`src/logic/file_move_rotate_regs.vh`:
```
// constants for the move, store, nop and rotate controller
`ifndef FILE_MOVE_ROTATE_REGS_VH
`define FILE_MOVE_ROTATE_REGS_VH

// opcode patterns, compared under mask against the 12-bit word; nop is compared whole
`define OPC_MASK_DF        12'hFC0
`define OPC_MOVE_FILE      12'h200
`define OPC_ROTATE_LEFT    12'h340
`define OPC_MASK_STORE     12'hFE0
`define OPC_STORE_WORK     12'h020
`define OPC_NOP            12'h000

// instruction word fields
`define FLD_DEST_BIT       5
`define FLD_FILE_HI        4
`define FLD_FILE_LO        0
`define FILE_INDIRECT      5'h00
`define FILE_SFR_LIMIT     5'h08

// alu operations
`define ALU_PASS_OPERAND   2'h0
`define ALU_PASS_WORK      2'h1
`define ALU_ROTATE_LEFT    2'h2
`define ALU_IDLE           2'h3

// decoded instruction classes
`define CLS_NONE           3'h0
`define CLS_MOVE_FILE      3'h1
`define CLS_STORE_WORK     3'h2
`define CLS_NOP            3'h3
`define CLS_ROTATE_LEFT    3'h4
`define CLS_UNSUPPORTED    3'h5

// apb register byte offsets
`define REG_CTRL           8'h00
`define REG_STATUS         8'h04
`define REG_CLASS_COUNT    8'h08
`define REG_TOTAL_COUNT    8'h0C

// field positions
`define CTRL_RUN_BIT       0
`define CTRL_STEP_BIT      1
`define STAT_CLASS_LO      12
`define STAT_UNSUP_BIT     16
`define STAT_RUN_BIT       17

// reset values and number of counted classes
`define CTRL_RUN_RESET     1'b1
`define INSTR_RESET        12'h000
`define NUM_COUNTED        4
`endif

```
`src/logic/file_move_rotate_control.v`:
```
// controller for move-file, store-work, nop and rotate-left instructions
//
// The address map and the APB register port were chosen for this implementation.
`timescale 1ns/10ps
module file_move_rotate_control (
    // clock and reset
    input  wire        mclk_i,
    input  wire        reset_n_i,
    // apb slave
    input  wire        psel_i,
    input  wire        penable_i,
    input  wire        pwrite_i,
    input  wire [7:0]  paddr_i,
    input  wire [31:0] pwdata_i,
    output reg  [31:0] prdata_o,
    output reg         pready_o,
    output reg         pslverr_o,
    // program store and datapath inputs
    input  wire [11:0] prog_word_i,
    input  wire [7:0]  sfr_data_i,
    input  wire [7:0]  ram_data_i,
    input  wire [7:0]  work_reg_i,
    input  wire        carry_i,
    // sequencing
    output reg         instr_reg_capture_o,
    output reg         pc_advance_o,
    // address and operand selects
    output reg         alu_mux_sel_o,
    output reg         reg_addr_mux_sel_o,
    output reg  [4:0]  direct_addr_o,
    // result targets and flag strobes
    output reg         load_work_reg_o,
    output reg         load_file_reg_o,
    output reg         load_z_o,
    output reg         load_c_o,
    output reg         load_dc_o,
    // alu
    output reg  [1:0]  alu_op_o,
    output wire [7:0]  alu_bus_o,
    output wire        alu_carry_o,
    output wire        alu_zero_o
);
`include "file_move_rotate_regs.vh"

    // instruction register and control state
    reg  [11:0] instr_reg_q;
    reg  [2:0]  class_q;
    reg  [2:0]  class_d;
    reg         run_q;
    reg         step_req_q;
    reg         step_ack_q;
    reg         unsup_q;
    reg  [15:0] total_q;
    wire [31:0] class_count_w;

    // decode wires
    wire [4:0]  file_fld;
    wire        dest_bit;
    wire        is_move;
    wire        is_store;
    wire        is_nop;
    wire        is_rotate;
    wire        step_pending;
    wire        issue;

    // next values of the falling-edge controls
    reg         capture_d;
    reg         advance_d;
    reg         mux_sel_d;
    reg         addr_sel_d;
    reg  [4:0]  direct_d;
    reg         load_w_d;
    reg         load_f_d;
    reg         load_z_d;
    reg         load_c_d;
    reg  [1:0]  alu_op_d;

    assign file_fld  = instr_reg_q[`FLD_FILE_HI:`FLD_FILE_LO];
    assign dest_bit  = instr_reg_q[`FLD_DEST_BIT];
    assign is_move   = (instr_reg_q & `OPC_MASK_DF) == `OPC_MOVE_FILE;
    assign is_rotate = (instr_reg_q & `OPC_MASK_DF) == `OPC_ROTATE_LEFT;
    assign is_store  = (instr_reg_q & `OPC_MASK_STORE) == `OPC_STORE_WORK;
    assign is_nop    = instr_reg_q == `OPC_NOP;

    // a step request is a toggle so each side keeps its own flop
    assign step_pending = step_req_q ^ step_ack_q;
    assign issue        = run_q | step_pending;

    // decode of the instruction held since the last rising edge
    always @* begin
        capture_d  = 1'b0;
        advance_d  = 1'b0;
        mux_sel_d  = 1'b0;
        addr_sel_d = 1'b0;
        direct_d   = 5'h00;
        load_w_d   = 1'b0;
        load_f_d   = 1'b0;
        load_z_d   = 1'b0;
        load_c_d   = 1'b0;
        alu_op_d   = `ALU_IDLE;
        class_d    = `CLS_NONE;
        if (issue) begin
            // every instruction here finishes in one cycle
            capture_d = 1'b1;
            advance_d = 1'b1;
            if (is_move || is_store || is_rotate) begin
                mux_sel_d  = file_fld < `FILE_SFR_LIMIT;
                addr_sel_d = file_fld == `FILE_INDIRECT;
                direct_d   = file_fld;
            end
            if (is_move) begin
                class_d  = `CLS_MOVE_FILE;
                alu_op_d = `ALU_PASS_OPERAND;
                load_w_d = ~dest_bit;
                load_f_d = dest_bit;
                load_z_d = 1'b1;
            end else if (is_store) begin
                class_d  = `CLS_STORE_WORK;
                alu_op_d = `ALU_PASS_WORK;
                load_f_d = 1'b1;
                load_z_d = 1'b1;
            end else if (is_rotate) begin
                class_d  = `CLS_ROTATE_LEFT;
                alu_op_d = `ALU_ROTATE_LEFT;
                load_w_d = ~dest_bit;
                load_f_d = dest_bit;
                load_c_d = 1'b1;
            end else if (is_nop) begin
                class_d = `CLS_NOP;
            end else begin
                // other opcodes belong to sibling decoders; just move on
                class_d = `CLS_UNSUPPORTED;
            end
        end
    end

    // setup on the falling edge so selects settle before the write edge
    always @(negedge mclk_i or negedge reset_n_i) begin
        if (!reset_n_i) begin
            instr_reg_capture_o <= 1'b0;
            pc_advance_o        <= 1'b0;
            alu_mux_sel_o       <= 1'b0;
            reg_addr_mux_sel_o  <= 1'b0;
            direct_addr_o       <= 5'h00;
            load_work_reg_o     <= 1'b0;
            load_file_reg_o     <= 1'b0;
            load_z_o            <= 1'b0;
            load_c_o            <= 1'b0;
            load_dc_o           <= 1'b0;
            alu_op_o            <= `ALU_IDLE;
            class_q             <= `CLS_NONE;
            step_ack_q          <= 1'b0;
        end else begin
            instr_reg_capture_o <= capture_d;
            pc_advance_o        <= advance_d;
            alu_mux_sel_o       <= mux_sel_d;
            reg_addr_mux_sel_o  <= addr_sel_d;
            direct_addr_o       <= direct_d;
            load_work_reg_o     <= load_w_d;
            load_file_reg_o     <= load_f_d;
            load_z_o            <= load_z_d;
            load_c_o            <= load_c_d;
            // no instruction here touches digit carry
            load_dc_o           <= 1'b0;
            alu_op_o            <= alu_op_d;
            class_q             <= class_d;
            if (!run_q && step_pending) begin
                step_ack_q <= ~step_ack_q;
            end
        end
    end

    // next word is taken on the rising edge the capture strobe covers
    always @(posedge mclk_i or negedge reset_n_i) begin
        if (!reset_n_i) begin
            instr_reg_q <= `INSTR_RESET;
        end else if (instr_reg_capture_o) begin
            instr_reg_q <= prog_word_i;
        end
    end

    // operand mux and alu; result is combinational because the file
    // data only settles after the falling-edge address setup
    rotate_alu_slice u_alu (
        .alu_op_i   (alu_op_o),
        .operand_i  (alu_mux_sel_o ? sfr_data_i : ram_data_i),
        .work_reg_i (work_reg_i),
        .carry_i    (carry_i),
        .result_o   (alu_bus_o),
        .carry_o    (alu_carry_o),
        .zero_o     (alu_zero_o)
    );

    // execution counters for the move, store, nop and rotate classes, one byte each
    genvar gi;
    generate
        for (gi = 0; gi < `NUM_COUNTED; gi = gi + 1) begin : g_cnt
            reg [7:0] cnt_q;
            always @(posedge mclk_i or negedge reset_n_i) begin
                if (!reset_n_i) begin
                    cnt_q <= 8'h00;
                end else if (instr_reg_capture_o && class_q == gi + 1) begin
                    cnt_q <= cnt_q + 8'h01;
                end
            end
            assign class_count_w[gi*8 +: 8] = cnt_q;
        end
    endgenerate

    // apb access phase decode
    wire        setup_ph;
    wire        wr_acc;
    wire        addr_ok;
    reg  [31:0] rd_d;

    assign setup_ph = psel_i & ~penable_i;
    assign wr_acc   = psel_i & penable_i & pwrite_i & pready_o;
    assign addr_ok  = (paddr_i == `REG_CTRL) || (paddr_i == `REG_STATUS) ||
                      (paddr_i == `REG_CLASS_COUNT) || (paddr_i == `REG_TOTAL_COUNT);

    always @* begin
        rd_d = 32'h0000_0000;
        case (paddr_i)
            `REG_CTRL: begin
                rd_d[`CTRL_RUN_BIT] = run_q;
            end
            `REG_STATUS: begin
                rd_d[11:0]                         = instr_reg_q;
                rd_d[`STAT_CLASS_LO +: 3]          = class_q;
                rd_d[`STAT_UNSUP_BIT]              = unsup_q;
                rd_d[`STAT_RUN_BIT]                = run_q;
            end
            `REG_CLASS_COUNT: begin
                rd_d = class_count_w;
            end
            `REG_TOTAL_COUNT: begin
                rd_d[15:0] = total_q;
            end
            default: begin
                rd_d = 32'h0000_0000;
            end
        endcase
    end

    // zero wait states: answer is staged in the setup cycle
    always @(posedge mclk_i or negedge reset_n_i) begin
        if (!reset_n_i) begin
            prdata_o  <= 32'h0000_0000;
            pready_o  <= 1'b0;
            pslverr_o <= 1'b0;
        end else begin
            pready_o <= 1'b1;
            if (setup_ph) begin
                prdata_o  <= pwrite_i ? 32'h0000_0000 : rd_d;
                pslverr_o <= ~addr_ok;
            end
        end
    end

    // software control and sticky status
    always @(posedge mclk_i or negedge reset_n_i) begin
        if (!reset_n_i) begin
            run_q      <= `CTRL_RUN_RESET;
            step_req_q <= 1'b0;
            unsup_q    <= 1'b0;
            total_q    <= 16'h0000;
        end else begin
            if (wr_acc && paddr_i == `REG_CTRL) begin
                run_q <= pwdata_i[`CTRL_RUN_BIT];
                // a step already in flight is not stacked
                if (pwdata_i[`CTRL_STEP_BIT] && !step_pending) begin
                    step_req_q <= ~step_req_q;
                end
            end
            // a new unsupported opcode wins over a same-cycle clear
            if (instr_reg_capture_o && class_q == `CLS_UNSUPPORTED) begin
                unsup_q <= 1'b1;
            end else if (wr_acc && paddr_i == `REG_STATUS && pwdata_i[`STAT_UNSUP_BIT]) begin
                unsup_q <= 1'b0;
            end
            if (instr_reg_capture_o) begin
                total_q <= total_q + 16'h0001;
            end
        end
    end

endmodule // file_move_rotate_control

```
`src/logic/rotate_alu_slice.v`:
```
// alu slice for pass, store and rotate-left through carry
`timescale 1ns/10ps
module rotate_alu_slice (
    // operation
    input  wire [1:0] alu_op_i,
    // operands
    input  wire [7:0] operand_i,
    input  wire [7:0] work_reg_i,
    input  wire       carry_i,
    // result
    output reg  [7:0] result_o,
    output reg        carry_o,
    output wire       zero_o
);
`include "file_move_rotate_regs.vh"

    always @* begin
        result_o = 8'h00;
        carry_o  = carry_i;
        case (alu_op_i)
            `ALU_PASS_OPERAND: begin
                result_o = operand_i;
            end
            `ALU_PASS_WORK: begin
                result_o = work_reg_i;
            end
            `ALU_ROTATE_LEFT: begin
                {carry_o, result_o} = {operand_i, carry_i};
            end
            default: begin
                result_o = 8'h00;
            end
        endcase
    end

    assign zero_o = (result_o == 8'h00);

endmodule // rotate_alu_slice

```
`config.mk`:
```
export PLATFORM = sky130hd
export DESIGN_NAME = file_move_rotate_control
export DESIGN_NICKNAME = d
export VERILOG_FILES = /design/src/logic/file_move_rotate_control.v /design/src/logic/rotate_alu_slice.v
export VERILOG_INCLUDE_DIRS = /design/src /design/src/logic
export SDC_FILE = /design/constraint.sdc
export NUM_CORES = 1
export LEC_CHECK = 0
export BUFFER_PORTS_ARGS = -buffer_cell sky130_fd_sc_hd__buf_2
export CORE_ASPECT_RATIO = 0.7
export CORE_MARGIN = 10
export CORE_UTILIZATION = 47
export CTS_CLUSTER_DIAMETER = 60
export DETAILED_ROUTE_END_ITERATION = 10
export HOLD_SLACK_MARGIN = 0.1
export PLACE_DENSITY = 0.85
export SLEW_MARGIN = 10
export SYNTH_ARGS = -nofsm -noshare
export SYNTH_HDL_FRONTEND = slang
export SYNTH_SLANG_ARGS = --single-unit
```
`constraint.sdc`:
```
create_clock -name mclk_i -period 1.82 [get_ports mclk_i]
set_input_delay 0.273 -clock mclk_i [delete_from_list [all_inputs] [get_ports mclk_i]]
set_output_delay 0.273 -clock mclk_i [all_outputs]
set_load 0.1 [all_outputs]
```
==> impl_metrics.tcl, run 1 <==
set metrics [dict create \
    cts_tree "done" \
    endpoint_kind "primary output" \
    chipHeight_um 108 \
    h-tree-depth 4 \
    min_path_type "input port to flip-flop" \
    drc 0 \
    final_nets 777 \
    rr_endpoint "g_cnt[1].cnt_q[7]" \
    synth_seq_cells 115 \
    synth_area_leader_cell "dfrtp_1" \
    setup_slack_ns -1.83 \
    synth_most_common_cell "dfrtp_1" \
    ir_drop_mv 0.756 \
    yosys-top-cells-area "dfrtp_1, dfrtn_1, mux2_2, xnor2_1, nand2_1" \
    instances_no_fill 856 \
    cts_buffer_depth 2 \
    critPathMostFrequentCell "buf_12" \
    path_max_fanout 6 \
    viasPerCell 5.83 \
    post-dp-hpwl_um 11000 \
    first_pass_iters 6 \
    antenna_found_initial 0 \
    start_util 0.476 \
    avgSynthCellArea_um2 11.4 \
    place_congestion 0.912 \
    tns_ns -59.61 \
    drt_wl_total_um 21200 \
    yosysWarnings 0 \
    cp_slowest_cell "or4_4" \
    grt-ovfl-total 0 \
    fp-row-count 32 \
    io_buffers 111 \
    relSlewSlack 0.632 \
    place_inst 772 \
    cp_cell_sequence "buf_12, mux2i_4, nor2_4, a22o_4, or4_4, nor3_4, buf_12" \
    setup_violations 107 \
    finalHoldViolCount 0 \
    path_class "flip-flop to primary output" \
    fin_skew_ns 0.0600 \
    cpPeakStageDelay_ns 0.49 \
    violations "negative setup slack" \
    area_growth_pct 72.3 \
    netlist_instances 456 \
    ys_types 47 \
    ys_seq_area_frac 0.554 \
    ant_nets 0 \
    synth_area_mm2 0.00520 \
    crit_end "alu_zero_o" \
    grt_pass1_vias 5177 \
    n_antenna_cell 0 \
    cap_viol_max_count 0 \
    die_area_mm2 0.0158 \
    numCtsBuffers 17 \
    synth_commonest_cells "dfrtp_1, nand2_1, mux2_2" \
    reg2reg_depth 6 \
    status "finished, violations left" \
    synth_top_area_share 0.462 \
    syn-num-nets 543 \
    clk_latency_ns 0.46 \
    clkSlewWorstSetupHoldPaths_ns 0.06 \
    drt_iter0_drc 419 \
    grt_pass1_wl_um 29800 \
    gr-usage-all-layers 0.240 \
    ys.flop_type "dfrtp_1" \
    coreArea_mm2 0.0109 \
    post_route_cells_drive_above_1_share 0.575 \
    drv_slew 0 \
    ios 142 \
    r2r_slack_ns -0.79 \
    p_leak_nw 4.29 \
    die-width_um 146 \
    cts.sinks 115 \
    power_w 0.00713 \
    start_kind "flip-flop" \
    synthArstFlopShare 1.00 \
    startpoint "alu_mux_sel_o" \
    grt_max_degree 94 \
    synth_edf_count 0 \
    pwr_density_cell_mw_per_mm2 795 \
    worstPathRequired_ns 1.55 \
    cts-root-buf "clkbuf_16" \
    cp.arrival_ns 3.38 \
    vias 4992 \
    drt-wirelength-per-cell_um 24.7 \
    reg2reg_from "pc_advance_o" \
    worst_slew_pin_slew_ns 0.547 \
    rsz0062_at_grt "yes" \
]
-- metrics by stage --
step           hold WS, ns   util  cell area (um2)  setup WS (ns)
2_1_floorplan      -0.0226      -             5590          -2.57
3_3_place_gp         0.184  0.652             7130          -1.38
3_5_place_dp         0.183  0.652             7130          -1.45
4_1_cts              0.110  0.779             8510          -1.74
5_1_grt              0.109  0.821             8970          -1.86
6_report             0.114  0.821             8970          -1.83
-- metal layers --
metal / global-route usage / part of all wire
met3: 0.0647 / 0.073
met1: 0.275 / 0.37
met4: 0.115 / 0.048
met2: 0.415 / 0.51
met5: 0 / 0
-- what timing repair did --
item | 4_1_cts | 5_1_grt
gates resized for setup | 98 | 73
pin swaps | 23 | 28
endpoints found under the hold margin | 16 | 0
endpoints found under the setup margin | 106 | 107
hold buffers | 13 | 0
cloned | 1 | 0
buffers inserted | 27 | 29
-- final cells by class --
cell class              count  area (um2)
multi-input cells         314        3020
flip-flops and latches    115        2890
fillers                   523        1960
repair buffers            234        2180
clock buffers              17         425
well taps                 153         191
clock inverters            17         238
inverters                   6        22.5
-- cells by family (layout without fill, tap and decap cells) --
| group | Yosys count | in the layout | share of synthesized area |
|---|---|---|---|
| and+or+nand+nor | 143 | 143 | 0.142 |
| DFF | 115 | 115 | 0.554 |
| AOI/OAI and AO/OA | 75 | 75 | 0.0962 |
| xor gates and xnor gates | 45 | 45 | 0.0757 |
| muxes | 44 | 44 | 0.0952 |
| buffers and inverters | 27 | 274 | 0.0240 |
| adders and majority gates | 5 | 5 | 0.0120 |
| other | 2 | 2 | 0.00144 |
-- power by group --
group          switching (W)  internal (W)
registers          0.0000860       0.00261
logic               0.000357      0.000288
clock network        0.00135       0.00245
-- layout by cell type, fill, tap and decap left out, types with 16 or more instances in the layout --
cell type   n
buf_4      49
nand4_1    16
buf_2      85
clkbuf_16  17
xnor2_1    21
buf_6      56
mux2_2     16
nand2_1    27
dfrtp_1    94
dfrtn_1    16
buf_12     29
mux2_4     18
-- state kept, by name (all words and copies together) (netlist names) --
name and flops:
load_c_o 1, load_work_reg_o 1, alu_mux_sel_o 1, pslverr_o 1, step_ack_q 1, pready_o 1, g_cnt.cnt_q 32, load_file_reg_o 1
prdata_o 32, run_q 1, direct_addr_o 5, unsup_q 1, class_q 3, alu_op_o 2, reg_addr_mux_sel_o 1, step_req_q 1
load_z_o 1, total_q 16, instr_reg_q 12, pc_advance_o 1
-- critical path, delay by kind of cell (launching register included) --
kind / cells / cell delay (ns)
buf+inv: 2 / 0.36
simple gates: 3 / 0.74
mux: 1 / 0.27
flops: 1 / 0.44
compound gates: 1 / 0.25
-- worst min path at each step --
| stage | start | endpoint | slack [ns] | cells past startpoint |
|---|---|---|---|---|
| 3_5_place_dp | reset_n_i | g_cnt[2].cnt_q[1] | 0.18 | 1 |
| 5_1_grt | prog_word_i[6] | instr_reg_q[6] | 0.11 | 2 |
| 3_3_place_gp | reset_n_i | g_cnt[2].cnt_q[1] | 0.18 | 1 |
| 6_report | prog_word_i[6] | instr_reg_q[6] | 0.11 | 2 |
| 2_1_floorplan | reset_n_i | g_cnt[0].cnt_q[0] | -0.02 | 0 |
| 4_1_cts | prog_word_i[6] | instr_reg_q[6] | 0.11 | 2 |
Power figures use the tool's default switching activity.
==> inputs of run 2 (changes only) <==
--- a/config.mk
+++ b/config.mk
@@ -9,11 +9,11 @@
 export BUFFER_PORTS_ARGS = -buffer_cell sky130_fd_sc_hd__buf_2
 export CORE_ASPECT_RATIO = 0.7
 export CORE_MARGIN = 10
-export CORE_UTILIZATION = 47
+export CORE_UTILIZATION = 50
 export CTS_CLUSTER_DIAMETER = 60
 export DETAILED_ROUTE_END_ITERATION = 10
 export HOLD_SLACK_MARGIN = 0.1
-export PLACE_DENSITY = 0.85
+export PLACE_DENSITY = 0.86
 export SLEW_MARGIN = 10
 export SYNTH_ARGS = -nofsm -noshare
 export SYNTH_HDL_FRONTEND = slang
==> constraint.sdc (replaced) <==
create_clock -name mclk_i -period 4.5 [get_ports mclk_i]
set_input_delay 0.675 -clock mclk_i [delete_from_list [all_inputs] [get_ports mclk_i]]
set_output_delay 0.675 -clock mclk_i [all_outputs]
set_load 0.1 [all_outputs]
==> impl_metrics.tcl, run 2 (same netlist as run 1, synthesis figures left out) <==
set metrics [dict create \
    viasPerCell 5.89 \
    crit_end "alu_zero_o" \
    rr_endpoint "reg_addr_mux_sel_o" \
    swShare 0.223 \
    seq_power_share 0.402 \
    n_antenna_cell 0 \
    cap_viol_max_count 0 \
    grt_pass1_wl_um 23800 \
    place_inst 710 \
    layout_common_cells "dfrtp_1, buf_2, nand2_1" \
    p_switching_w 0.000601 \
    place_worst_setup_slack_ns -0.451 \
    start_util 0.508 \
    post-dp-hpwl_um 10200 \
    n_fill_cell 641 \
    cpPeakStageDelay_ns 0.50 \
    drt-wirelength-per-cell_um 20.9 \
    final_nets 691 \
    startpoint "alu_mux_sel_o" \
    worst_slew_pin_slew_ns 0.918 \
    top_regs "g_cnt.cnt_q: 32 flops, prdata_o: 32 flops, total_q: 16 flops" \
    reg2reg_from "instr_reg_q[7]" \
    fp-row-count 31 \
    coreArea_mm2 0.0102 \
    worstPathRequired_ns 3.83 \
    instances_no_fill 749 \
    cp_slowest_cell "or4_4" \
    crit_buf_inv 2 \
    gr-usage-all-layers 0.200 \
    drv_slew 0 \
    relSlewSlack 0.385 \
    first_pass_iters 5 \
    ant_nets 0 \
    antenna_found_initial 0 \
    die-width_um 142 \
    clkSlewWorstSetupHoldPaths_ns 0.06 \
    place_congestion 0.871 \
    min_path_type "input port to asynchronous set/reset pin" \
    path_delay_family "simple AND/OR/NAND/NOR gates" \
    rsz0062_at_grt "yes" \
    reg2reg_depth 4 \
    status "finished, violations left" \
    drc 0 \
    violations "negative setup slack" \
    stdcell_area_mm2 0.00717 \
    finalHoldViolCount 0 \
    vias 4413 \
    drt_iter0_drc 454 \
    h-tree-depth 4 \
    grt_max_degree 40 \
    clockPowerShare 0.535 \
    post_route_cells_drive_above_1_share 0.404 \
    setup_slack_ns -0.886 \
    cts.sinks 115 \
    ios 142 \
    power_w 0.00270 \
    chipHeight_um 105 \
    cp_cell_sequence "buf_4, mux2i_1, nor2_2, a22o_4, or4_4, nor3_4, buf_12" \
    drt_wl_total_um 15700 \
    path_max_fanout 3 \
    p_leak_nw 3.46 \
    numCtsBuffers 17 \
    utilization 0.700 \
    cp.arrival_ns 4.71 \
    placed_area_mm2 0.00634 \
    ir_drop_mv 0.303 \
    die_area_mm2 0.0150 \
    pwr_density_cell_mw_per_mm2 376 \
    r2r_slack_ns 0.21 \
    cp_num_cells 7 \
    grt-ovfl-total 0 \
    area_growth_pct 37.7 \
    endpoint_kind "primary output" \
    path_class "flip-flop to primary output" \
    fin_skew_ns 0.0610 \
    grt_pass1_vias 4335 \
    comb_power_share 0.063 \
    cts-root-buf "clkbuf_16" \
    setup_violations 10 \
    io_buffers 111 \
    clk_latency_ns 0.45 \
    cts_buffer_depth 2 \
    cts_tree "done" \
    start_kind "flip-flop" \
    p_int_w 0.00209 \
]
[run 2: cell types whose count changed in the layout (fill, tap and decap cells not counted), moves of 13 or more]
cell,previous run,this run
buf_6,56,10
mux2_2,16,34
buf_4,49,29
dlygate4sd3_1,13,0
buf_12,29,11
nor2_1,5,21
mux2_4,18,0
[run 2: power by group through the flow]
stage	registers, W	logic (W)	clock network, W
final	0.00108	0.000171	0.00144
after floorplan	0.00110	0.0000804	0.00000416
after CTS	0.00108	0.000164	0.00145
after global routing	0.00109	0.000183	0.00150
after global placement	0.00110	0.000154	0.00000416
after detailed placement	0.00110	0.000161	0.00000416
[run 2: what timing repair did]
action                     4_1_cts  5_1_grt
setup endpoints to repair       12       11
hold buffers                     0        0
pin swaps                        1        5
setup buffers                    1        7
gates resized for setup         19       20
[run 2: worst reg2reg max path: cells and delay by family (launching register included)]
family	cells	cell delay (ns)
AO/OA/AOI/OAI	1	0.59
AND/OR/NAND/NOR	3	1.05
flip-flops	1	0.39
[run 2: worst min-delay path by stage]
stage                           start           endpoint  slack [ns]  depth (start not counted)
after floorplan             reset_n_i  g_cnt[0].cnt_q[0]        0.38                          0
after global placement    total_q[15]        total_q[15]        0.46                          1
after detailed placement  total_q[15]        total_q[15]        0.46                          1
after CTS                   reset_n_i  g_cnt[0].cnt_q[3]        0.24                          1
after global routing        reset_n_i     instr_reg_q[0]        0.26                          1
final                       reset_n_i  g_cnt[0].cnt_q[3]        0.24                          1
[run 2: final cells by class]
cell class / instances / area, um2 / area share
inverters: 6 / 22.5 / 0.00314
well taps: 132 / 165 / 0.0230
clock buffers: 23 / 478 / 0.0667
flip-flops and latches: 115 / 2890 / 0.403
repair buffers: 148 / 1060 / 0.148
clock inverters: 11 / 159 / 0.0222
multi-input cells: 314 / 2390 / 0.334
[run 2: per-stage QoR]
step	TNS, ns	hold slack (ns)
2_1_floorplan	-5.43	0.379
3_3_place_gp	-0.836	0.459
3_5_place_dp	-0.994	0.462
4_1_cts	-3.78	0.237
5_1_grt	-4.78	0.261
6_report	-4.20	0.236
[run 2: layer usage]
layer / share of wire / GRT usage
met3: 0.084 / 0.0641
met2: 0.49 / 0.314
met5: 0 / 0
met1: 0.41 / 0.253
met4: 0.021 / 0.0771
